File: config.mk
export PLATFORM = sky130hd
export DESIGN_NAME = pbc_top
export DESIGN_NICKNAME = d
export VERILOG_FILES = /design/src/pkg/pbc_pkg.sv /design/src/pkg/pbc_cnt_if.sv /design/src/core/pbc_event_counter.sv /design/src/core/pbc_top.sv
export SDC_FILE = /design/constraint.sdc
export NUM_CORES = 1
export LEC_CHECK = 0
export ABC_CLOCK_PERIOD_IN_PS = 2800
export BUFFER_PORTS_ARGS = -buffer_cell sky130_fd_sc_hd__buf_4
export CORE_ASPECT_RATIO = 0.5
export CORE_MARGIN = 2
export CORE_UTILIZATION = 40
export CTS_CLUSTER_SIZE = 12
export DETAILED_ROUTE_END_ITERATION = 8
export PLACE_DENSITY_LB_ADDON = 0.08
export SLEW_MARGIN = 5
export SYNTH_ARGS = -nofsm -noshare
export SYNTH_HDL_FRONTEND = slang
export SYNTH_HIERARCHICAL = 1
export SYNTH_SLANG_ARGS = --single-unit
File: constraint.sdc
create_clock -name clk -period 2.8 [get_ports clk]
set_clock_uncertainty 0.2 [all_clocks]
set_input_delay 0.14 -clock clk [delete_from_list [all_inputs] [get_ports clk]]
set_output_delay 0.14 -clock clk [all_outputs]
set_load 0.01 [all_outputs]
File: src/pkg/pbc_pkg.sv
// Shared constants and types for the bypass control and event counter block.
// Assumes one management clock domain and an SMI (MDC/MDIO) host outside.
package pbc_pkg;

  // Register offsets on the management interface
  localparam logic [4:0]  REG_BYPASS     = 5'h12;
  localparam logic [4:0]  REG_RX_ERR_CNT = 5'h13;
  localparam logic [4:0]  REG_FCAR_CNT   = 5'h14;
  localparam logic [4:0]  REG_LDROP_CNT  = 5'h15;

  // Bypass control field positions
  localparam int BIT_TX_DISABLE   = 15;
  localparam int BIT_BYP_4B5B     = 14;
  localparam int BIT_BYP_SCRAM    = 13;
  localparam int BIT_BYP_DESCRAM  = 12;
  localparam int BIT_BYP_PCS_RX   = 11;
  localparam int BIT_BYP_PCS_TX   = 10;
  localparam int BIT_BYP_LFHT     = 9;
  localparam int BIT_XOVER_FORCED = 7;
  localparam int BIT_NONCOMP_OFF  = 6;
  localparam int BIT_PAIR_SWAP    = 5;
  localparam int BIT_POLARITY     = 4;
  localparam int BIT_PAR_DETECT   = 3;
  localparam int BIT_PULSE_SHAPE  = 2;
  localparam int BIT_NP_MANUAL    = 1;

  // Values after reset and access masks of the bypass register
  localparam logic [15:0] BYPASS_RESET   = 16'h0088;
  localparam logic [15:0] BYPASS_WR_MASK = 16'hFEFE;
  localparam logic [15:0] BYPASS_STICKY  = 16'h00FA;

  // Event counters
  localparam int          CNT_NUM   = 3;
  localparam int          CNT_W     = 8;
  localparam logic [7:0]  CNT_MAX   = 8'hFF;
  localparam logic [7:0]  CNT_RESET = 8'h00;
  localparam logic [7:0]  CNT_ONE   = 8'h01;

  // Serial management frame
  localparam logic [5:0]  PREAMBLE_LEN = 6'h20;
  localparam logic [5:0]  HDR_BITS     = 6'h0C;
  localparam logic [5:0]  TA_BITS      = 6'h02;
  localparam logic [5:0]  DATA_BITS    = 6'h10;
  localparam logic [1:0]  OP_READ      = 2'h2;
  localparam logic [1:0]  OP_WRITE     = 2'h1;

  typedef enum logic [2:0] {
    SMI_IDLE  = 3'b000,
    SMI_START = 3'b001,
    SMI_HDR   = 3'b010,
    SMI_TA    = 3'b011,
    SMI_DATA  = 3'b100
  } pbc_smi_state_t;

endpackage

File: src/pkg/pbc_cnt_if.sv
// Carrier between the register logic and one saturating event counter.
// Assumes both ends share the management clock.
`timescale 1ns/1ps
`default_nettype none
interface pbc_cnt_if;
  logic       inc;
  logic       clr;
  logic [7:0] value;

  modport counter (
    input  inc,
    input  clr,
    output value
  );

  modport reader (
    output inc,
    output clr,
    input  value
  );
endinterface
`default_nettype wire

File: src/core/pbc_event_counter.sv
// One 8-bit saturating event counter, cleared on a management read.
// Assumes inc and clr are one-cycle pulses on clk.
`timescale 1ns/1ps
`default_nettype none
module pbc_event_counter (
  input  wire logic     clk,
  input  wire logic     rst_n,
  input  wire logic     ce,
  input  wire logic     soft_rst,
  pbc_cnt_if.counter    bus
);
  import pbc_pkg::*;

  typedef struct packed {
    logic [7:0] count;
  } pbc_cnt_state_t;

  pbc_cnt_state_t cnt_reg;
  pbc_cnt_state_t cnt_next;

  always_comb begin
    cnt_next = cnt_reg;
    if (soft_rst) begin
      cnt_next.count = CNT_RESET;
    // clear on read
    end else if (bus.clr) begin
      // Event in the clearing cycle is kept, not lost
      cnt_next.count = bus.inc ? CNT_ONE : CNT_RESET;
    // saturate at 255
    end else if (bus.inc && cnt_reg.count != CNT_MAX) begin
      cnt_next.count = cnt_reg.count + CNT_ONE;
    end
  end

  always_ff @(posedge clk or negedge rst_n) begin
    if (!rst_n) begin
      cnt_reg <= '{count: CNT_RESET};
    end else if (ce) begin
      cnt_reg <= cnt_next;
    end
  end

  assign bus.value = cnt_reg.count;
endmodule
`default_nettype wire

File: src/core/pbc_top.sv
// Bypass control register and three event counters behind an SMI slave.
// Assumes mdc/mdio/phy_addr are pins; events and soft reset are on clk.
//
// Notes on behaviour
// Bypass bit 15 set turns the line transmitter off; resets zero, read/write.
// Bits 14, 13, 12 bypass block coder, scrambler, descrambler; reset zero.
// Bit 11 bypasses receive PCS, bit 10 transmit PCS; both reset zero.
// Bit 9 set skips the link fail hold timer; resets zero.
// Sticky bit 7, reset one, disables auto crossover at forced 10/100.
// Sticky bit 6 set turns off non-compliant gigabit partner detection.
// Sticky bit 5 set disables automatic pair swap correction.
// Sticky bit 4 set stops per-subchannel polarity correction.
// Sticky bit 3, reset one: one honours advertised abilities in parallel detect.
// Bit 2 set disables the transmit pulse shaping filter; resets zero.
// Sticky bit 1 set stops automatic gigabit next pages; host takes over.
// Host then sends next pages, resolves abilities, forces configuration.
// Register 0x13 low byte counts 100/1000 receive errors; resets zero.
// Register 0x14 low byte counts 100/1000 false carriers; resets zero.
// Register 0x15 low byte counts copper link disconnects; resets zero.
// Each counter holds at 255 and never wraps.
// Reading a counter returns its value then clears it.
// Sticky bits survive soft reset when sticky reset enable is set.
// Reserved bits read zero and ignore writes.
`timescale 1ns/1ps
`default_nettype none
module pbc_top (
  input  wire logic       clk,
  input  wire logic       rst_n,
  input  wire logic       ce,
  input  wire logic       mdc,
  input  wire logic       mdio_i,
  output var  logic       mdio_o,
  output var  logic       mdio_oe,
  input  wire logic [4:0] phy_addr,
  input  wire logic       soft_reset,
  input  wire logic       sticky_reset_en,
  input  wire logic       forced_10_100,
  input  wire logic       rx_err_evt,
  input  wire logic       false_carrier_evt,
  input  wire logic       link_drop_evt,
  output var  logic       tx_disable,
  output var  logic       bypass_block_code,
  output var  logic       bypass_scrambler,
  output var  logic       bypass_descrambler,
  output var  logic       bypass_pcs_rx,
  output var  logic       bypass_pcs_tx,
  output var  logic       skip_link_fail_hold_timer,
  output var  logic       auto_crossover_off,
  output var  logic       noncompliant_detect_off,
  output var  logic       pair_swap_fix_off,
  output var  logic       polarity_fix_off,
  output var  logic       parallel_detect_honour,
  output var  logic       pulse_shaping_off,
  output var  logic       next_page_manual
);
  import pbc_pkg::*;

  typedef struct packed {
    logic                  mdc_s1;
    logic                  mdc_s2;
    logic                  mdc_s3;
    logic                  dio_s1;
    logic                  dio_s2;
    logic [4:0]            pad_s1;
    logic [4:0]            pad_s2;
    pbc_smi_state_t        fsm;
    logic [5:0]            bitcnt;
    logic [15:0]           shreg;
    logic                  is_read;
    logic                  is_write;
    logic                  hit;
    logic [4:0]            regad;
    logic [CNT_NUM-1:0]    cnt_clr;
    logic [15:0]           bypass;
    logic                  xover_off;
    logic                  dout;
    logic                  doe;
  } pbc_state_t;

  localparam pbc_state_t STATE_RESET = '{
    mdc_s1:    1'b0,
    mdc_s2:    1'b0,
    mdc_s3:    1'b0,
    dio_s1:    1'b1,
    dio_s2:    1'b1,
    pad_s1:    5'h00,
    pad_s2:    5'h00,
    fsm:       SMI_IDLE,
    bitcnt:    6'h00,
    shreg:     16'h0000,
    is_read:   1'b0,
    is_write:  1'b0,
    hit:       1'b0,
    regad:     5'h00,
    cnt_clr:   '0,
    bypass:    BYPASS_RESET,
    xover_off: 1'b1,
    dout:      1'b1,
    doe:       1'b0
  };

  pbc_state_t st_reg;
  pbc_state_t st_next;

  logic [CNT_NUM-1:0] evt_vec;
  logic [7:0]         cnt_val [CNT_NUM];
  logic               mdc_rise;
  logic [CNT_NUM-1:0] rd_sel;
  logic [15:0]        rd_data;

  // One-hot counter select from a register address
  function automatic logic [CNT_NUM-1:0] cnt_sel(input logic [4:0] a);
    logic [CNT_NUM-1:0] s;
    s    = '0;
    s[0] = (a == REG_RX_ERR_CNT);
    s[1] = (a == REG_FCAR_CNT);
    s[2] = (a == REG_LDROP_CNT);
    return s;
  endfunction

  // receive errors
  // false carriers
  // link disconnects
  assign evt_vec = {link_drop_evt, false_carrier_evt, rx_err_evt};

  pbc_cnt_if cnt_bus [CNT_NUM] ();

  genvar g;
  for (g = 0; g < CNT_NUM; g++) begin : g_cnt
    assign cnt_bus[g].inc = evt_vec[g];
    assign cnt_bus[g].clr = st_reg.cnt_clr[g];
    assign cnt_val[g]     = cnt_bus[g].value;

    pbc_event_counter u_cnt (
      .clk      (clk),
      .rst_n    (rst_n),
      .ce       (ce),
      .soft_rst (soft_reset),
      .bus      (cnt_bus[g])
    );
  end

  // Only synchronised copies are looked at
  assign mdc_rise = st_reg.mdc_s2 && !st_reg.mdc_s3;

  // Read mux on the decoded address and live counter values; sampled at the first turnaround bit
  always_comb begin
    rd_sel  = cnt_sel(st_reg.regad);
    rd_data = 16'h0000;
    if (st_reg.regad == REG_BYPASS) begin
      // reserved bits read zero
      rd_data = st_reg.bypass & BYPASS_WR_MASK;
    end
    for (int i = 0; i < CNT_NUM; i++) begin
      if (rd_sel[i]) begin
        // upper byte reserved
        rd_data = {8'h00, cnt_val[i]};
      end
    end
  end

  always_comb begin
    st_next         = st_reg;
    st_next.cnt_clr = '0;

    st_next.mdc_s1 = mdc;
    st_next.mdc_s2 = st_reg.mdc_s1;
    st_next.mdc_s3 = st_reg.mdc_s2;
    st_next.dio_s1 = mdio_i;
    st_next.dio_s2 = st_reg.dio_s1;
    st_next.pad_s1 = phy_addr;
    st_next.pad_s2 = st_reg.pad_s1;

    if (mdc_rise) begin
      unique case (st_reg.fsm)
        SMI_IDLE: begin
          st_next.doe = 1'b0;
          if (st_reg.dio_s2) begin
            if (st_reg.bitcnt != PREAMBLE_LEN) begin
              st_next.bitcnt = st_reg.bitcnt + 6'h01;
            end
          end else if (st_reg.bitcnt == PREAMBLE_LEN) begin
            st_next.fsm = SMI_START;
          end else begin
            st_next.bitcnt = 6'h00;
          end
        end
        SMI_START: begin
          st_next.bitcnt = 6'h00;
          st_next.fsm    = st_reg.dio_s2 ? SMI_HDR : SMI_IDLE;
        end
        SMI_HDR: begin
          st_next.shreg  = {st_reg.shreg[14:0], st_reg.dio_s2};
          st_next.bitcnt = st_reg.bitcnt + 6'h01;
          if (st_reg.bitcnt == HDR_BITS - 6'h01) begin
            st_next.fsm    = SMI_TA;
            st_next.bitcnt = 6'h00;
          end
        end
        SMI_TA: begin
          st_next.bitcnt = st_reg.bitcnt + 6'h01;
          if (st_reg.bitcnt == 6'h00) begin
            // Read: drive the zero of the turnaround
            st_next.doe  = st_reg.is_read && st_reg.hit;
            st_next.dout = 1'b0;
            // capture value and clear counter
            if (st_reg.is_read && st_reg.hit) begin
              st_next.shreg   = rd_data;
              st_next.cnt_clr = rd_sel;
            end
          end else begin
            st_next.dout   = st_reg.shreg[15];
            st_next.shreg  = {st_reg.shreg[14:0], 1'b0};
            st_next.fsm    = SMI_DATA;
            st_next.bitcnt = 6'h00;
          end
        end
        SMI_DATA: begin
          st_next.bitcnt = st_reg.bitcnt + 6'h01;
          if (st_reg.is_read) begin
            st_next.dout  = st_reg.shreg[15];
            st_next.shreg = {st_reg.shreg[14:0], 1'b0};
          end else begin
            st_next.shreg = {st_reg.shreg[14:0], st_reg.dio_s2};
          end
          if (st_reg.bitcnt == DATA_BITS - 6'h01) begin
            st_next.fsm    = SMI_IDLE;
            st_next.bitcnt = 6'h00;
            st_next.doe    = 1'b0;
            st_next.dout   = 1'b1;
            if (st_reg.is_write && st_reg.hit &&
                st_reg.regad == REG_BYPASS) begin
              // reserved bits ignore writes
              st_next.bypass = {st_reg.shreg[14:0], st_reg.dio_s2}
                               & BYPASS_WR_MASK;
            end
          end
        end
        default: begin
          st_next.fsm    = SMI_IDLE;
          st_next.bitcnt = 6'h00;
          st_next.doe    = 1'b0;
        end
      endcase
    end

    // Header complete: decode opcode, address match and register
    if (mdc_rise && st_reg.fsm == SMI_HDR &&
        st_reg.bitcnt == HDR_BITS - 6'h01) begin
      st_next.is_read  = (st_reg.shreg[10:9] == OP_READ);
      st_next.is_write = (st_reg.shreg[10:9] == OP_WRITE);
      st_next.hit      = (st_reg.shreg[8:4] == st_reg.pad_s2);
      st_next.regad    = {st_reg.shreg[3:0], st_reg.dio_s2};
      if (!((st_reg.shreg[10:9] == OP_READ) ||
            (st_reg.shreg[10:9] == OP_WRITE))) begin
        st_next.fsm = SMI_IDLE;
      end
    end

    // crossover off only at forced speed
    st_next.xover_off = st_reg.bypass[BIT_XOVER_FORCED] && forced_10_100;

    // sticky bits kept when enabled
    if (soft_reset) begin
      if (sticky_reset_en) begin
        st_next.bypass = (st_reg.bypass & BYPASS_STICKY)
                         | (BYPASS_RESET & ~BYPASS_STICKY);
      end else begin
        st_next.bypass = BYPASS_RESET;
      end
    end
  end

  always_ff @(posedge clk or negedge rst_n) begin
    if (!rst_n) begin
      st_reg <= STATE_RESET;
    end else if (ce) begin
      st_reg <= st_next;
    end
  end

  assign mdio_o  = st_reg.dout;
  assign mdio_oe = st_reg.doe;

  // transmitter off
  assign tx_disable                = st_reg.bypass[BIT_TX_DISABLE];
  // coding stage bypass
  assign bypass_block_code         = st_reg.bypass[BIT_BYP_4B5B];
  assign bypass_scrambler          = st_reg.bypass[BIT_BYP_SCRAM];
  assign bypass_descrambler        = st_reg.bypass[BIT_BYP_DESCRAM];
  // PCS bypass
  assign bypass_pcs_rx             = st_reg.bypass[BIT_BYP_PCS_RX];
  assign bypass_pcs_tx             = st_reg.bypass[BIT_BYP_PCS_TX];
  // hold timer skip
  assign skip_link_fail_hold_timer = st_reg.bypass[BIT_BYP_LFHT];
  // crossover disable
  assign auto_crossover_off        = st_reg.xover_off;
  // partner detection off
  assign noncompliant_detect_off   = st_reg.bypass[BIT_NONCOMP_OFF];
  // pair swap off
  assign pair_swap_fix_off         = st_reg.bypass[BIT_PAIR_SWAP];
  // polarity fix off
  assign polarity_fix_off          = st_reg.bypass[BIT_POLARITY];
  // parallel detect mode
  assign parallel_detect_honour    = st_reg.bypass[BIT_PAR_DETECT];
  // pulse shaping off
  assign pulse_shaping_off         = st_reg.bypass[BIT_PULSE_SHAPE];
  // manual next pages
  assign next_page_manual          = st_reg.bypass[BIT_NP_MANUAL];
endmodule
`default_nettype wire

# After elaboration in Yosys (flattened, before gate mapping)
# Index checks and enable logic that the tools add are counted.
# Widths: inputs -> output; s select.
[word_totals]
inputBits = 16
output_inout_bits = 16
word_cells = 135
ff_bits = 94
[classes]
n_reduce_logical = 34
n_eq_ne = 25
bitwise = 1
addsub = 4
mux = 48
[op_table]
columns = ["cell", "n"]
rows = [
  ["$mux 16", 10],
  ["$mux 8", 10],
  ["$pmux 16 s3", 1],
  ["$pmux 9 s5", 1],
  ["$mux 9", 3],
  ["$mux 25", 1],
  ["$add 8x1->8 const B", 3],
  ["$ne 8x8->1 const B", 3],
  ["$mux 3", 7],
  ["$eq 5x5->1 const B", 4],
  ["$mux 19", 1],
  ["$mux 6", 3],
  ["$eq 6x4->1 const B", 2],
  ["$ne 3x3->1 const B", 4],
  ["$reduce_and 4->1", 3],
  ["$reduce_bool 3->1", 4],
  ["$logic_and 1x1->1", 10],
  ["$reduce_and 5->1", 2],
  ["$reduce_bool 2->1", 5],
  ["$reduce_and 2->1", 4],
  ["$mux 1", 7],
  ["$add 6x1->6 const B", 1],
  ["$eq 3x2->1 const B", 2],
  ["$eq 6x6->1 const B", 1],
  ["other kinds (17)", 20],
]

# Logic depth before layout (Yosys ltp)
# Gate-level depths: netlist of the first run.
[depth]
depth_word = 11
ltp_mapped = 8

# Hierarchy
# Netlist of the first run, hierarchy kept.
[modules_own_cells]
columns = ["module", "instances", "area_each_um2", "cells_each"]
rows = [
  ["pbc_top", 1, 3641.0, 377],
  ["pbc_event_counter", 3, 504.2, 51],
]

# Least setup slack after synthesis of the first run
# OpenSTA, ideal clock, no wires.
[synth_path]
path_kind = "flip-flop to flip-flop"
startpoint = "register st_reg[46] (netlist bit)"
endpoint = "register st_reg[49] (netlist bit)"
t_required_ns = 2.479
period_less_slack_ns = 2.087
path_stages_with_launch = 8
slack_ns = 0.713
t_arrival_ns = 1.766
setup_ns = 0.121
path_cell_list = "dfrtp_1 inv_1 ha_1 or3b_1 o31ai_4 nor3_1 a21o_1 a22o_1"
[synth_between]
elab_chain_len = 4
elab_cells_between_ends = 15
classes_between = "add/sub: 1; eq/ne: 6; mux: 6; reduce/logical: 2"
[synth_lines]
columns = ["item", "line_no", "text"]
rows = [
  ["start, declared", "pbc_top.sv:102", "pbc_state_t st_reg;"],
  ["start signal, assigned", "pbc_top.sv:278", "st_reg <= st_next;"],
  ["$add 6x1->6", "--", ""],
  ["$mux 6", "pbc_top.sv:179", "if (st_reg.bitcnt != PREAMBLE_LEN) begin"],
  ["$mux 6", "pbc_top.sv:178", "if (st_reg.dio_s2) begin"],
  ["$pmux 9 s5", "pbc_top.sv:175", "unique case (st_reg.fsm)"],
]
# Parallel ways exist; a longest one is shown, timed or not. The select of a mux whose other input is x is not followed.
# A chain may end at the register's enable or synchronous reset.

# Final worst setup path of the first run
[layout_path]
startpoint = "register st_reg[46] (netlist bit)"
endpoint = "register st_reg[24] (netlist bit)"
[layout_between]
elab_chain_len = 3
[layout_lines]
columns = ["item", "line_no", "text"]
rows = [
  ["$eq 6x4->1", "pbc_top.sv:249", "st_reg.bitcnt == HDR_BITS - 6'h01) begin"],
  ["$logic_and 1x1->1", "pbc_top.sv:248", "if (mdc_rise && st_reg.fsm == SMI_HDR &&"],
  ["$reduce_and 2->1 (no source line)", "--", ""],
]
# No other way between the ends.

==> out/results.tsv, run 1 <==
metric	value	unit
crit_chain	ha_1 > nor2b_1 > nand3_1 > nor4_4 > mux2_2	
synth_compound_area_share	19.8	%
ir_drop	0.355	mV
die-area	13900	sq um
grt_most_used_layer	met1	
slew_violations	0	
max_stage_delay	0.56	ns
post_dp_cell_area	5560	sq um
arrival	2.39	ns
clk_pin_slew	0.07	ns
cp_top_family	simple AND/OR/NAND/NOR gates	
synthFlopType	dfrtp_1	
netlist_area	5150	sq um
use_met1	31.2	%
dr.pass1.iters	4	
cts_tree	built	
synth-edff-count	0	
cap_violations	0	
wl_per_cell	17.4	microns
worst_pin_slew	0.761	ns
totalNegativeSetupSlack	0	ns
synth_seq_cells	92	
ys_seq_area_share	44.8	%
wirelength	12.9	mm
drc	0	
rsz0062_at_grt	no	
finalCritPeriodShare	84.7	%
nNetsFinal	591	
stdcell_area	6020	sq um
synth_top_area_share	41.8	%
htreeDepth	3	
crit_buf_inv	0	
rows	29	
crit_path_max_fanout	9	
clock-sinks	92	
port_buffers	31	
synth.area.top_cells	dfrtp_1 (42%), mux2_2 (5.0%), nand2_1 (4.4%)	
cts-root-buf	clkbuf_16	
yosys.area_share.xor_xnor	1.36	%
leakagePower	2.45	nW
cts_buffers	9	
clk_latency	0.34	ns
clk_path_buf_depth	2	
slowest_stage	nor4_4	
holdCritPathClass	in2reg	
cp-end-kind	flop	
syn_nets	553	
start_util	40.8	%
async_reset_ff_share	100	%
grt_usage	20.2	%
met3_usage	4.25	%
grt-ovfl-total	0	
max_slew_margin	48.9	%
use_met2	29.1	%
timing.final.crit_period	2.37	ns
synth.avg_cell_area	9.72	sq um
hold_viol_final	0	
synth_top_cell_by_area	dfrtp_1	
fmax	0.422	GHz
grt_pass1_vias	4070	
grt_antenna_before_repair	1	
grt_max_degree	54	
yosys_warnings	6	
core-area	12600	sq um
ioPinCount	32	
cp-start-kind	flop	
cts_resized	0	
largest_register_ff_count	41	
die_width	165	microns
power-per-cell-area	613	nW/um^2
syn_inst	530	
fillers	1224	
antenna_left	0	
status	complete, no violations	
synthAdderAreaFrac	1.70	%
yosys.area_share.simple	23.2	%
crit_type	reg2reg	
synth_top_family_by_area	simple AND/OR/NAND/NOR gates	
cts_setup_buffers	0	
setup_viol	0	
synthToLayoutAreaGrowth	16.8	%
synth_mux_area_share	5.03	%
synth_common_cells	dfrtp_1 (86), nand2_1 (61), nor2_1 (34), o21ai_0 (24)	
viasPerCell	5.64	
synth.most_common_cell	dfrtp_1	
grt_first_pass_wirelength	22.1	mm
place_congestion	0.826	
via_count	4183	
die_y	84.3	microns
yosysUniqueCellTypes	62	
antenna_cells	0	
dr.first_iter.drc_count	304	
drive_above_1_share	19.2	%
postCtsHoldBufs	14	
required	2.82	ns
dp_hpwl	9.18	mm
-- placed cells by master, fill, tap and decap left out, drive strengths merged, types with 6 or more instances in the layout --
master / netlist / layout
dfstp: 6 / 6
and3: 6 / 6
a31oi: 21 / 21
mux2: 23 / 23
nor4: 6 / 6
o22ai: 11 / 11
o2111ai: 6 / 6
o211ai: 11 / 11
inv: 23 / 24
nand2: 62 / 62
dfrtp: 86 / 86
o31ai: 8 / 8
buf: 19 / 39
o21ai: 33 / 33
nand3b: 9 / 9
nand3: 24 / 24
xnor2: 6 / 6
a221o: 7 / 7
nand4: 11 / 11
nor2: 34 / 34
nor3: 12 / 12
ha: 7 / 7
clkbuf: 7 / 10
a21oi: 18 / 18
nand2b: 8 / 8
dlygate4sd3: 0 / 14
-- per-layer routing --
layer / share of wire, % / vias up
met3: 4.4 / 6
met1: 52 / 2058
met2: 43 / 68
met4: 0.62 / 0
met5: 0 / -
li1: - / 2051
-- cell families (layout without fill, tap and decap cells) --
kind of cell / count (synthesis) / in the layout
and+or+nand+nor: 206 / 206
muxes: 23 / 23
buffers and inverters: 49 / 91
DFF: 92 / 92
xor gates and xnor gates: 8 / 8
adders and majority gates: 7 / 7
AOI/OAI and AO/OA: 145 / 145
-- worst register-to-register path, stage by stage (launching register included) --
cell	delay [ns]
dfrtp_1	0.42
ha_1	0.22
nor2b_1	0.25
nand3_1	0.18
nor4_4	0.56
mux2_2	0.42
-- final timing paths --
check                                   start                endpoint  slack (ns)  cells after the start
setup / recovery                   st_reg[46]              st_reg[24]        0.43                      5
hold / removal                     soft_reset  parallel_detect_honour        0.06                      3
setup reg to reg                   st_reg[46]              st_reg[24]        0.43                      5
hold reg to reg            auto_crossover_off      auto_crossover_off        0.27                      2
max in group asynchronous               rst_n      auto_crossover_off        1.49                      3
min in group asynchronous               rst_n                 mdio_oe        0.19                      2
-- metrics by stage --
step	power [mW]	instances	util, %	hold slack (ns)	worst slack, ns
after global routing	3.92	742	47.7	0.0682	0.313
after floorplan	2.13	530	-	-0.356	0.713
after global placement	2.37	713	44.0	0.0448	0.511
after CTS	3.74	742	47.7	0.0548	0.465
final	3.69	742	47.7	0.0627	0.428
after detailed placement	2.37	713	44.0	0.0505	0.476
-- where the power goes --
part | leakage, nW | internal [mW] | switching (mW)
sequential | 1.14 | 1.52 | 0.233
combinational | 1.16 | 0.294 | 0.312
clock | 0.155 | 0.807 | 0.526
-- final cells by class --
class | count | area (sq um) | share of cell area, %
clock buffer | 10 | 239 | 3.97
clock inverter | 5 | 85.1 | 1.41
timing repair buffer | 53 | 458 | 7.60
inverter | 23 | 86.3 | 1.43
sequential | 92 | 2310 | 38.4
tap | 170 | 213 | 3.53
multi-input combinational | 389 | 2630 | 43.7
No activity file was read; power rests on OpenSTA's default activity.
==> run 2, diff against run 1 <==
Settings changed: ABC_CLOCK_PERIOD_IN_PS 2800 to 2000.
Clock period 2.8 ns to 2 ns, I/O delays scaled along.
==> out/results.tsv, run 2 (same netlist as run 1, synthesis figures left out) <==
metric	value	unit	change
status	complete, but fails checks		
violations	negative setup slack		
slew_violations	0		unchanged
grt_usage	21.5	%	+1.3 points
cap_violations	0		unchanged
holdWs	0.0111	ns	-0.0516 ns
setup_viol	7		+7
clk_latency	0.34	ns	about the same
max_stage_delay	0.41	ns	-0.15 ns
final_cell_mix	buf_4 (86), dfrtp_1 (85), nand2_1 (59)		
ir_drop	0.407	mV	+15%
clk_pin_slew	0.07	ns	about the same
die_y	84.3	microns	unchanged
min_from	soft_reset		
reg2reg_depth	8		+3
r2r_slack	-0.08	ns	-0.51 ns
ioPinCount	32		unchanged
crit_type	reg2reg		
dr.pass1.iters	5		+1
layoutNonFillerInstCount	800		+7.8%
hold_viol_final	0		unchanged
die-area	13900	sq um	unchanged
wl_per_cell	17.5	microns	+0.97%
grt_first_pass_wirelength	23.4	mm	+6.1%
total_power	5.16	mW	+40%
layout_commonest_cell	buf_4		
power-per-cell-area	786	nW/um^2	+28%
timing.final.crit_period	2.08	ns	-0.292 ns
rr_startpoint	st_reg[46]		
worst_pin_slew	0.703	ns	-0.0576 ns
antenna_cells	0		unchanged
start_util	40.8	%	unchanged
fillers	1193		-2.5%
core-area	12600	sq um	unchanged
clock-sinks	92		unchanged
max_slew_margin	53.0	%	+4.1 points
cts_buffers	9		unchanged
nNetsFinal	648		+9.6%
port_buffers	31		unchanged
leakagePower	2.74	nW	+12%
finalCritPeriodShare	104	%	+19 points
grt_pass1_vias	4402		+8.2%
grt_max_degree	54		unchanged
wirelength	14.0	mm	+8.9%
arrival	2.11	ns	-0.28 ns
cts_tree	built		
rsz0062_at_grt	yes		
dp_hpwl	9.80	mm	+6.8%
slowest_stage	or3b_4		
hold-path-cell-count	3		unchanged
post_dp_cell_area	5920	sq um	+6.4%
clk_path_buf_depth	2		unchanged
drive_above_1_share	29.5	%	+10 points
setup_ws	-0.0797	ns	-0.508 ns
grt-ovfl-total	0		unchanged
crit_path_max_fanout	5		-4
crit_chain	inv_1 > ha_2 > or3b_4 > o31ai_4 > buf_4 > nor3b_2 > o32ai_1 > nand2_1		
fmax	0.481	GHz	+14%
die_width	165	microns	unchanged
min_to	parallel_detect_honour		
viasPerCell	5.58		-1.0%
reg2reg_to	st_reg[48]		
cts-root-buf	clkbuf_16		
cp-start-kind	flop		
htreeDepth	3		unchanged
dr.first_iter.drc_count	256		-16%
largest_register_ff_count	41		unchanged
required	2.03	ns	-0.79 ns
dp.cells	759		+6.5%
cp-end-kind	flop		
antenna_left	0		unchanged
drc	0		unchanged
via_count	4464		+6.7%
place_congestion	0.879		+6.4%
rows	29		unchanged
stdcell_area	6570	sq um	+9.0%
synthToLayoutAreaGrowth	27.4	%	
grt_antenna_before_repair	0		-1
holdCritPathClass	in2reg		
## run 2: final cells by class
cell class	instances	area, sq um	share of cell area (%)
Clock buffer	10	239	3.64
Clock inverter	6	47.5	0.724
Inverter	23	86.3	1.32
Multi-Input combinational cell	389	2750	41.8
Sequential cell	92	2310	35.2
Tap cell	170	213	3.24
Timing Repair Buffer	110	923	14.1
## run 2: where the power goes
part           internal, mW  switching (mW)
registers              2.13           0.304
logic                 0.538           0.530
clock network         0.889           0.775
total                  3.55            1.61
## run 2: timing repair
action,in CTS,in global routing
hold buffers,15,0
pin swaps,3,10
setup buffers,4,4
gates cloned,3,0
gates resized for setup,18,18
setup endpoints to repair,32,38
endpoints found under the hold margin,108,0
## run 2: metal layers
metal  up-vias  global-route usage (%)  wire length, microns
met1      2194                    32.0                  7150
met5         -                       0                     0
met3        11                    4.89                   591
met4         0                    3.56                   106
li1       2178                       -                     -
met2        81                    32.7                  6180
## run 2: worst max path at each step
stage / from / end / cells after the start
3_3_place_gp: st_reg[46] / st_reg[49] / 7
6_report: st_reg[46] / st_reg[48] / 8
4_1_cts: st_reg[46] / st_reg[49] / 7
3_5_place_dp: st_reg[46] / st_reg[50] / 6
5_1_grt: st_reg[46] / st_reg[48] / 8
2_1_floorplan: st_reg[50] / st_reg[49] / 6
## run 2: per-stage QoR
stage	setup TNS [ns]	worst slack (ns)	util, %
finish	-0.283	-0.0797	52.0
global route	-3.09	-0.163	52.0
CTS	-1.43	-0.0949	51.3
detailed placement	-1.42	-0.196	46.8
global placement	-1.19	-0.106	46.8
floorplan	-0.0556	-0.0556	-
## run 2: worst max-delay path: cells and delay by family (launching register included)
family / cells / cell delay [ns]
fa+ha+maj: 1 / 0.17
flops: 1 / 0.40
buf+inv: 2 / 0.25
compound gates: 2 / 0.43
simple gates: 3 / 0.52
